File: config.mk
export PLATFORM = sky130hd
export DESIGN_NAME = msd_decoder
export DESIGN_NICKNAME = d
export VERILOG_FILES = /design/src/design/msd_pkg.sv /design/src/design/msd_info_rom.sv /design/src/design/msd_decoder.sv
export SDC_FILE = /design/constraint.sdc
export NUM_CORES = 2
export LEC_CHECK = 0
export BUFFER_PORTS_ARGS = -buffer_cell sky130_fd_sc_hd__buf_2
export CAP_MARGIN = 20
export CORE_UTILIZATION = 61
export CTS_BUF_LIST = sky130_fd_sc_hd__clkbuf_8 sky130_fd_sc_hd__clkbuf_16
export CTS_CLUSTER_DIAMETER = 100
export CTS_CLUSTER_SIZE = 16
export DETAILED_ROUTE_END_ITERATION = 10
export GPL_TIMING_DRIVEN = 0
export HOLD_SLACK_MARGIN = 0.03
export PLACE_DENSITY = 0.8
export REMOVE_ABC_BUFFERS = 1
export SETUP_SLACK_MARGIN = 0.1
export SLEW_MARGIN = 20
export SYNTH_ARGS = -nofsm -noshare
export SYNTH_HDL_FRONTEND = slang
export SYNTH_SLANG_ARGS = --single-unit
File: constraint.sdc
create_clock -name clk_sys -period 3.94 [get_ports clk_sys]
set_clock_uncertainty 0.05 [all_clocks]
set_input_delay 0.788 -clock clk_sys [delete_from_list [all_inputs] [get_ports clk_sys]]
set_output_delay 0.788 -clock clk_sys [all_outputs]
set_load 0.02 [all_outputs]
File: src/design/msd_pkg.sv
// package for the memory space decoder: address map, sizes and carriers
package msd_pkg;
  // ---------------------------------------------------------------
  // register file map
  // ---------------------------------------------------------------
  localparam logic [11:0] MSD_RF_RAM_BASE = 12'h000;
  localparam int MSD_RF_RAM_MAX = 256;
  localparam logic [11:0] MSD_RF_CTL_BASE = 12'hf00;
  localparam logic [11:0] MSD_RF_CTL_LAST = 12'hfff;
  localparam logic [7:0] MSD_RF_UNDEF_VAL = 8'h00;
  // ---------------------------------------------------------------
  // program memory map
  // ---------------------------------------------------------------
  localparam int MSD_FLASH_MIN = 1024;
  localparam int MSD_FLASH_MAX = 12288;
  localparam logic [15:0] MSD_PM_OPT_BASE = 16'h0000;
  localparam logic [15:0] MSD_PM_RST_VEC = 16'h0002;
  localparam logic [15:0] MSD_PM_IRQ_VEC = 16'h0004;
  localparam logic [15:0] MSD_PM_CODE_BASE = 16'h003e;
  localparam logic [7:0] MSD_PM_BLANK = 8'hff;
  localparam logic [15:0] MSD_INFO_BASE = 16'hfe00;
  localparam logic [15:0] MSD_INFO_LAST = 16'hfe7f;
  localparam logic [15:0] MSD_INFO_ID_BASE = 16'hfe40;
  localparam logic [15:0] MSD_INFO_ID_LAST = 16'hfe53;
  localparam int MSD_INFO_EN_BIT = 7;
  // ---------------------------------------------------------------
  // carriers
  // ---------------------------------------------------------------
  typedef enum logic [1:0] {MSD_SP_REG, MSD_SP_PROG, MSD_SP_DATA} msd_space_t;
  typedef struct packed {
    logic vld;
    logic wr;
    msd_space_t space;
    logic [15:0] addr;
    logic [7:0] wdata;
  } msd_req_t;
  typedef struct packed {
    logic vld;
    logic [7:0] rdata;
  } msd_rsp_t;
endpackage

File: src/design/msd_info_rom.sv
// read-only information area: 128 bytes with the part identifier
`timescale 1ns/100ps
module msd_info_rom
  import msd_pkg::*;
(
  input wire logic [6:0] addr,
  output logic [7:0] data
);
  // identifier text is arbitrary, space in the map is filler nibbles
  localparam logic [159:0] ID_TEXT = "MSD-PART-0001\xff\xff\xff\xff\xff\xff\xff";
  localparam logic [6:0] ID_OFS = 7'(MSD_INFO_ID_BASE - MSD_INFO_BASE);
  localparam logic [6:0] ID_END = 7'(MSD_INFO_ID_LAST - MSD_INFO_BASE);
  logic [7:0] rom [128];

  // ---------------------------------------------------------------
  // contents: identifier left-justified, all else erased
  // ---------------------------------------------------------------
  genvar i;
  generate
    for (i = 0; i < 128; i++) begin : g_rom
      if (i >= ID_OFS && i <= ID_END) begin : g_id
        assign rom[i] = ID_TEXT[8*(19-(i-ID_OFS)) +: 8];
      end else begin : g_blank
        assign rom[i] = MSD_PM_BLANK;
      end
    end
  endgenerate

  // no write port exists, so the area can never change
  assign data = rom[addr];
endmodule

File: src/design/msd_decoder.sv
// address space decoder: register file, program memory, data memory
`timescale 1ns/100ps
// Behaviour
// - decode 4 KB register file into RAM region and control region
// - addresses F00H to FFFH go to control registers, not RAM
// - unimplemented control addresses may read any value
// - RAM starts at 000H, at most 256 bytes
// - between RAM end and F00H reads undefined, writes ignored
// - program space spans 64 KB, flash at the bottom
// - flash size 1 KB to 12 KB sets the flash decode limit
// - program reads beyond flash return FFH
// - writes to unimplemented program addresses change nothing
// - option bits 0000-0001, reset vector 0002-0003, vectors to 003D, code from 003E
// - nothing is mapped in the data memory space
// - information area enabled only while page select bit 7 is set
// - enabled reads in FE00H to FE7FH return information area bytes
// - information area is read only
// - FE40-FE53 hold a 20-character ASCII identifier padded with F nibbles
module msd_decoder
  import msd_pkg::*;
#(
  parameter int RAM_BYTES = MSD_RF_RAM_MAX,
  parameter int FLASH_BYTES = 8192
)(
  input wire logic clk_sys,
  input wire logic sys_rst,
  input wire msd_req_t cpu_req,
  output msd_rsp_t cpu_rsp,
  input wire logic [7:0] page_sel,
  output logic ctl_sel,
  output logic ctl_wr,
  output logic [7:0] ctl_addr,
  output logic [7:0] ctl_wdata,
  input wire logic [7:0] ctl_rdata,
  output logic flash_rd,
  output logic flash_wr,
  output logic [15:0] flash_addr,
  output logic [7:0] flash_wdata,
  input wire logic [7:0] flash_rdata,
  output logic [1:0] pm_region
);
  // ---------------------------------------------------------------
  // decode of the incoming request
  // ---------------------------------------------------------------
  localparam logic [15:0] FLASH_LAST = 16'(FLASH_BYTES - 1);
  localparam logic [11:0] RAM_LAST = 12'(RAM_BYTES - 1);

  logic [7:0] ram [RAM_BYTES];
  logic [11:0] rf_addr;
  logic is_reg, is_prog, hit_ram, hit_ctl, hit_flash, hit_info, info_en;
  logic [7:0] info_data;
  logic [1:0] src_d, src_q;
  logic rsp_vld_q;
  logic [7:0] ram_q, fixed_q;

  // register file only sees twelve address bits
  assign rf_addr = cpu_req.addr[11:0];
  assign is_reg = cpu_req.vld && cpu_req.space == MSD_SP_REG;
  assign is_prog = cpu_req.vld && cpu_req.space == MSD_SP_PROG;
  assign hit_ram = is_reg && rf_addr <= RAM_LAST && rf_addr < MSD_RF_CTL_BASE;
  assign hit_ctl = is_reg && rf_addr >= MSD_RF_CTL_BASE;
  assign info_en = page_sel[MSD_INFO_EN_BIT];
  assign hit_info = is_prog && info_en && cpu_req.addr >= MSD_INFO_BASE
                    && cpu_req.addr <= MSD_INFO_LAST;
  // overlay disabled falls through to the ordinary limit check
  assign hit_flash = is_prog && !hit_info && cpu_req.addr <= FLASH_LAST;

  // ---------------------------------------------------------------
  // downstream strobes, combinational handshakes
  // ---------------------------------------------------------------
  assign ctl_sel = hit_ctl;
  assign ctl_wr = hit_ctl && cpu_req.wr;
  assign ctl_addr = rf_addr[7:0];
  assign ctl_wdata = cpu_req.wdata;
  assign flash_rd = hit_flash && !cpu_req.wr;
  // writes outside flash or into the overlay never reach storage
  assign flash_wr = hit_flash && cpu_req.wr;
  assign flash_addr = cpu_req.addr;
  assign flash_wdata = cpu_req.wdata;

  // region classifier for the fetch unit
  always_comb begin
    if (cpu_req.addr < MSD_PM_RST_VEC) begin
      pm_region = 2'h0;
    end else if (cpu_req.addr < MSD_PM_IRQ_VEC) begin
      pm_region = 2'h1;
    end else if (cpu_req.addr < MSD_PM_CODE_BASE) begin
      pm_region = 2'h2;
    end else begin
      pm_region = 2'h3;
    end
  end

  msd_info_rom u_msd_info_rom (
    .addr(cpu_req.addr[6:0]),
    .data(info_data)
  );

  // ---------------------------------------------------------------
  // on-chip RAM
  // ---------------------------------------------------------------
  // writes above the RAM limit are simply dropped
  always_ff @(posedge clk_sys) begin
    if (hit_ram && cpu_req.wr) begin
      ram[rf_addr[7:0]] <= cpu_req.wdata;
    end
    ram_q <= ram[rf_addr[7:0]];
  end

  // ---------------------------------------------------------------
  // read data source select, one cycle latency
  // ---------------------------------------------------------------
  always_comb begin
    if (hit_ram) begin
      src_d = 2'h1;
    end else if (hit_ctl) begin
      src_d = 2'h2;
    end else if (hit_flash) begin
      src_d = 2'h3;
    end else begin
      src_d = 2'h0;
    end
  end

  always_ff @(posedge clk_sys or posedge sys_rst) begin
    if (sys_rst) begin
      src_q <= 2'h0;
      rsp_vld_q <= 1'b0;
      fixed_q <= 8'h00;
    end else begin
      src_q <= src_d;
      rsp_vld_q <= cpu_req.vld && !cpu_req.wr;
      if (hit_info) begin
        fixed_q <= info_data;
      end else if (is_prog) begin
        fixed_q <= MSD_PM_BLANK;
      end else begin
        fixed_q <= MSD_RF_UNDEF_VAL;
      end
    end
  end

  // control window answers with whatever the peripheral drives
  always_comb begin
    cpu_rsp.vld = rsp_vld_q;
    unique case (src_q)
      2'h1: cpu_rsp.rdata = ram_q;
      2'h2: cpu_rsp.rdata = ctl_rdata;
      2'h3: cpu_rsp.rdata = flash_rdata;
      default: cpu_rsp.rdata = fixed_q;
    endcase
  end

  // ---------------------------------------------------------------
  // checks
  // ---------------------------------------------------------------
  blank_read_a: assert property (@(posedge clk_sys) disable iff (sys_rst)
    is_prog && !cpu_req.wr && !hit_info && cpu_req.addr > FLASH_LAST
    |=> cpu_rsp.vld && cpu_rsp.rdata == MSD_PM_BLANK)
    else $error("read beyond flash did not return ff");
  info_overlay_a: assert property (@(posedge clk_sys) disable iff (sys_rst)
    hit_info |-> !flash_rd && !flash_wr)
    else $error("overlay read reached flash");
  info_gate_a: assert property (@(posedge clk_sys) disable iff (sys_rst)
    hit_info |-> page_sel[7])
    else $error("overlay active with enable clear");
  overlay_off_a: assert property (@(posedge clk_sys) disable iff (sys_rst)
    is_prog && !page_sel[7] && cpu_req.addr <= FLASH_LAST |-> hit_flash)
    else $error("disabled overlay did not decode normally");
  ctl_window_a: assert property (@(posedge clk_sys) disable iff (sys_rst)
    is_reg && cpu_req.addr[11:8] == 4'hf |-> ctl_sel && !hit_ram)
    else $error("control window not routed");
  ram_base_a: assert property (@(posedge clk_sys) disable iff (sys_rst)
    is_reg && cpu_req.addr[11:8] == 4'h0 |-> hit_ram)
    else $error("ram base not decoded");
  prog_wr_a: assert property (@(posedge clk_sys) disable iff (sys_rst)
    flash_wr |-> cpu_req.addr <= FLASH_LAST && !hit_info)
    else $error("write passed to unimplemented program address");
  data_space_a: assert property (@(posedge clk_sys) disable iff (sys_rst)
    cpu_req.vld && cpu_req.space == MSD_SP_DATA
    |-> !ctl_sel && !flash_rd && !flash_wr)
    else $error("data space access reached a resource");
  gap_read_a: assert property (@(posedge clk_sys) disable iff (sys_rst)
    is_reg && !cpu_req.wr && !hit_ram && !hit_ctl |=> cpu_rsp.vld)
    else $error("gap read not answered");

  // ---------------------------------------------------------------
  // answer checks, one cycle after the request
  // ---------------------------------------------------------------
  // a read answers exactly once; a write or an idle cycle never does
  read_answer_a: assert property (@(posedge clk_sys) disable iff (sys_rst)
    cpu_req.vld && !cpu_req.wr |=> cpu_rsp.vld)
    else $error("read not answered");
  write_quiet_a: assert property (@(posedge clk_sys) disable iff (sys_rst)
    cpu_req.vld && cpu_req.wr |=> !cpu_rsp.vld)
    else $error("write produced an answer");
  rsp_idle_a: assert property (@(posedge clk_sys) disable iff (sys_rst)
    !cpu_req.vld |=> !cpu_rsp.vld)
    else $error("answer without a request");
  // data must come from the source that the decode picked
  flash_read_a: assert property (@(posedge clk_sys) disable iff (sys_rst)
    hit_flash && !cpu_req.wr |=> cpu_rsp.rdata == flash_rdata)
    else $error("flash read data not passed");
  ctl_read_a: assert property (@(posedge clk_sys) disable iff (sys_rst)
    hit_ctl && !cpu_req.wr |=> cpu_rsp.rdata == ctl_rdata)
    else $error("control read data not passed");
  info_read_a: assert property (@(posedge clk_sys) disable iff (sys_rst)
    hit_info && !cpu_req.wr |=> cpu_rsp.rdata == $past(info_data))
    else $error("overlay read data not passed");
  // gap and data space reads share the fill value, never stale data
  gap_data_a: assert property (@(posedge clk_sys) disable iff (sys_rst)
    cpu_req.vld && !cpu_req.wr && !is_prog && !hit_ram && !hit_ctl
    |=> cpu_rsp.rdata == MSD_RF_UNDEF_VAL)
    else $error("unmapped read data not the fill value");

  // ---------------------------------------------------------------
  // decode structure checks
  // ---------------------------------------------------------------
  // register accesses must never leak onto the flash strobes
  reg_space_a: assert property (@(posedge clk_sys) disable iff (sys_rst)
    is_reg |-> !flash_rd && !flash_wr)
    else $error("register access reached flash");
  code_region_a: assert property (@(posedge clk_sys) disable iff (sys_rst)
    is_prog && cpu_req.addr >= MSD_PM_CODE_BASE |-> pm_region == 2'h3)
    else $error("code area not classified");
  // a variant outside the legal flash sizes is a build mistake
  flash_size_a: assert property (@(posedge clk_sys)
    FLASH_BYTES >= MSD_FLASH_MIN && FLASH_BYTES <= MSD_FLASH_MAX)
    else $error("flash size outside the legal range");
endmodule

==> results.txt <==
- Synthesis handed over a netlist of 3668 instances.
- For the pin with the worst max-slew slack, the measured transition is around 1.3 ns.
* Number of rows created at floorplan: 132
* DRT iter0 DRCs: around 6100
* Max-cap violation count: 0
- Proportion of power drawn by combinational gates: 5.5%
- The final route contains 40452 vias.
- Share of synthesized area occupied by flip-flops and latches: 77.7%
- After detailed routing, the met2 layer carries 96.4 mm of wire.
- Area contributors post-synth: sky130_fd_sc_hd__edfxtp_1 77%, sky130_fd_sc_hd__mux4_2 15%, sky130_fd_sc_hd__a22oi_1 2.4%
- Compared with the post-synthesis result, the final layout area differs by 10.7%.
- Number of buffers on the longest clock path: 3
- Timing would allow up to ~260 MHz.
- The total area inside the core boundary comes to roughly 130000 µm².
* Nets: around 3800
- Overall Power: ~40 mW
- First-pass GRT wire length: approximately 280 mm
- Launch point of the worst path: cpu_req[9]
- Data arrives at the worst endpoint at 4.26 ns.
* Net Switching: ~8.6 mW
- Count of nets left with antenna violations after detail routing: 0
* Quantity of I/O buffers inserted on ports: slightly above 100
- Clock tree synthesis found a total of roughly 2100 sinks.
- Max Transition Viols Final: 0
- In the final layout, flip-flops and latches occupy 61900 µm².
- After clock tree synthesis, the clock-pin slew on the worst setup and hold paths is roughly 0.07 ns.
- Final Cycle Share: about 100%
- Highest signal layer in the routed design: met5
- Entering global routing, the biggest net connects 133 pins.
- For this design the static power due to leakage is 26.6 nW.
- Worst setup path class: in2reg
- Vias per Instance: 7.30
* Cts bufs inserted: roughly 150
- For this run, the number of Yosys warnings is 0.
- The die covers between 100000 and 150000 µm².
- In the synthesized netlist the dominant register cell turns out to be sky130_fd_sc_hd__edfxtp_1.
- Floorplan die height: around 360 µm
* Switching share of total power: between 20% and 30%
- In the global route stage, overall resource usage came out at 30.4%.
* Total congestion overflow: 0
- Total wire length: 201 mm
- CTS placed an instance of sky130_fd_sc_hd__clkbuf_16 at the clock tree root.
- Final weighted congestion of routability-driven global placement: roughly 0.83
- Kind of end point of the critical path: flip-flop
* Final critical path time including I/O delays and setup: 3.90 ns
- The min-delay analysis places its worst path in the category in2reg.
* Slack of the worst reg-to-reg path: 0.68 ns
- For the worst setup path, the data required time is 4.29 ns.
- Count of filler cells inserted in the layout: around 7500
- Summed over all failing endpoints, the final setup total negative slack is 0 ns.
- On the final layout, the worst hold slack is around 0.16 ns.
- Setup violations remaining at the end of the flow were counted as 0.
- Register-to-Register Path Depth: 5
- Worst R2R Start: ram[233][7]$_DFFE_PP_
- Final design instance area without fill: between 80000 and 90000 µm²
- Number of global-route vias before repair: around 40000
- Power per cell area: approximately 460 nW/µm²
* Clock tree from TritonCTS: yes
- Cell internal power dissipation: between 30 and 40 mW
* Area share of the largest cell type after synthesis: ~77%
- Detailed-placement wirelength estimate: approximately 110 mm
* Maximum fanout along the worst path: 65
- Summed over all instances, the cell type with the most area after synthesis is sky130_fd_sc_hd__edfxtp_1.
* Maximum level of the CTS H-tree: 4
- Summing all multi-input logic gate instances after layout gives roughly 17000 µm².
- For this run, design rule violations remaining after detail routing come to 0.
* Synthesized area per cell: between 20 and 25 µm²
* Unique masters post-synth: 36
- Summing all placed instances gives a cell area of between 80000 and 90000 µm².
- Clock latency of the later-clocked register in the worst-skew pair: 0.80 ns
- Sequential Power Share: between 50 and 60%
* Die extent in x: about 360 µm
- Total of flip-flops plus latches after synthesis: 2067
* Routed length per placed instance: between 30 and 40 µm
* Wire length on met3: between 20 and 30 mm
* Number of synthesized flops with an enable pin: just over 2000
- Async S/R FF share, synth: less than 1%
- Antenna violations before repair: 10
- Routed metal-1 wire length: a little under 70 mm
* Total I/O pin count: 109
* Min-delay src: cpu_req[26]
- For this configuration, the core starts out at a cell density of roughly three fifths.
- At the end of the flow the core is filled with cells to between 60% and 70%.
- DR pass1 iterations: 5
* Type of element launching the critical path: input pin
- Normalized max-slew margin: around 15%
- VDD IR-drop max: 0.000439 V
* Area of the mapped netlist: between 70000 and 80000 µm²
- Final hold violation count: 0
* Reg-to-reg endpoint: ram_q[7]$_DFF_P_
- Setup repair after global routing left no endpoint under its margin.
- Share of total power in the clock network: 34.7%
- The most critical setup path has its endpoint at ram[195][7]$_DFFE_PP_.
* Share of layout cells above drive strength 1: 30.4%
- Result of the run: finished clean
## registers in the layout, summed over array words and instances (netlist names)
| signal | count |
|---|---|
| ram | 2048 |
| rsp_vld_q | 1 |
| ram_q | 8 |
| fixed_q | 8 |
| src_q | 2 |
## layer usage
metal	global-route usage, %	vias to the layer above
met5	0	-
met4	14.3	8
met3	7.50	602
met2	47.3	3525
met1	41.2	20795
li1	-	15522
## stage by stage
step / worst slack, ns / cells
finish: 0.0373 / 5543
global route: 0.0947 / 5537
CTS: -0.198 / 5523
detailed placement: -2.09 / 5309
global placement: -16.19 / 5244
floorplan: -4.15 / 3401
## power groups by stage
stage	Sequential, mW	Clock [mW]	Combinational (mW)
finish	24.2	14.0	2.23
global route	24.2	14.8	2.30
CTS	24.2	14.1	2.15
detailed placement	24.7	0	2.07
global placement	24.7	0	2.51
floorplan	24.6	0	0.827
## layout make-up
class                   instances  share of cell area, %
inverters                       7                 0.0298
clock buffers                 150                   4.26
repair buffers                200                   3.02
multi-input cells            1327                   19.7
flip-flops and latches       2067                   70.2
well taps                    1742                   2.47
diodes                          6                 0.0170
clock inverters                44                  0.319
## worst max-delay path, stage by stage
cell,delay [ns]
sky130_fd_sc_hd__buf_12,0.31
sky130_fd_sc_hd__buf_16,0.32
sky130_fd_sc_hd__buf_16,0.36
sky130_fd_sc_hd__ha_1,0.68
sky130_fd_sc_hd__nand2_1,0.73
sky130_fd_sc_hd__nor2_1,0.91
## cells in the mapped netlist, types with 11 or more instances
library cell	n
sky130_fd_sc_hd__a21oi_1	135
sky130_fd_sc_hd__a22oi_1	256
sky130_fd_sc_hd__buf_1	26
sky130_fd_sc_hd__buf_2	50
sky130_fd_sc_hd__buf_4	61
sky130_fd_sc_hd__clkbuf_1	124
sky130_fd_sc_hd__dfrtp_1	11
sky130_fd_sc_hd__edfxtp_1	2048
sky130_fd_sc_hd__mux4_2	520
sky130_fd_sc_hd__nand2_1	39
sky130_fd_sc_hd__nand3_2	18
sky130_fd_sc_hd__nor2_1	262
sky130_fd_sc_hd__o41ai_1	32
## cell usage in the layout, fill, tap and decap left out, types with 15 or more instances in the layout
| cell | instances |
|---|---|
| sky130_fd_sc_hd__a21oi_1 | 135 |
| sky130_fd_sc_hd__a22oi_1 | 256 |
| sky130_fd_sc_hd__buf_12 | 18 |
| sky130_fd_sc_hd__buf_16 | 45 |
| sky130_fd_sc_hd__buf_2 | 95 |
| sky130_fd_sc_hd__buf_4 | 20 |
| sky130_fd_sc_hd__clkbuf_16 | 155 |
| sky130_fd_sc_hd__edfxtp_1 | 2048 |
| sky130_fd_sc_hd__inv_1 | 37 |
| sky130_fd_sc_hd__mux4_2 | 520 |
| sky130_fd_sc_hd__nand2_1 | 29 |
| sky130_fd_sc_hd__nand3_4 | 16 |
| sky130_fd_sc_hd__nor2_1 | 59 |
| sky130_fd_sc_hd__nor2_2 | 186 |
| sky130_fd_sc_hd__nor2_4 | 17 |
| sky130_fd_sc_hd__o41ai_2 | 15 |
## cells by family after synthesis
family	count (synthesis)	share of synthesized area [%]
adders and majority gates	7	0.110
AOI/OAI and AO/OA	433	3.69
and+or+nand+nor	367	2.04
buffers and inverters	274	1.71
muxes	520	14.7
DFF	2067	77.7
## worst min-delay path by stage
stage	to	cells past startpoint
after floorplan	fixed_q[0]$_DFF_PP0_	1
after global placement	src_q[1]$_DFF_PP0_	2
after detailed placement	fixed_q[5]$_DFF_PP0_	2
after CTS	rsp_vld_q$_DFF_PP0_	2
after global routing	rsp_vld_q$_DFF_PP0_	2
final	rsp_vld_q$_DFF_PP0_	2
## what timing repair did
| item | CTS | global route |
|---|---|---|
| pin swaps | 4 | 4 |
| hold buffers | 1 | 0 |
| setup buffers | 15 | 9 |
| endpoints found under the hold margin | 11 | 0 |
| gates cloned | 4 | 5 |
| setup endpoints to repair | 2058 | 1225 |
| resized for setup | 212 | 43 |
Note: power is estimated with default switching activity, not from simulation.
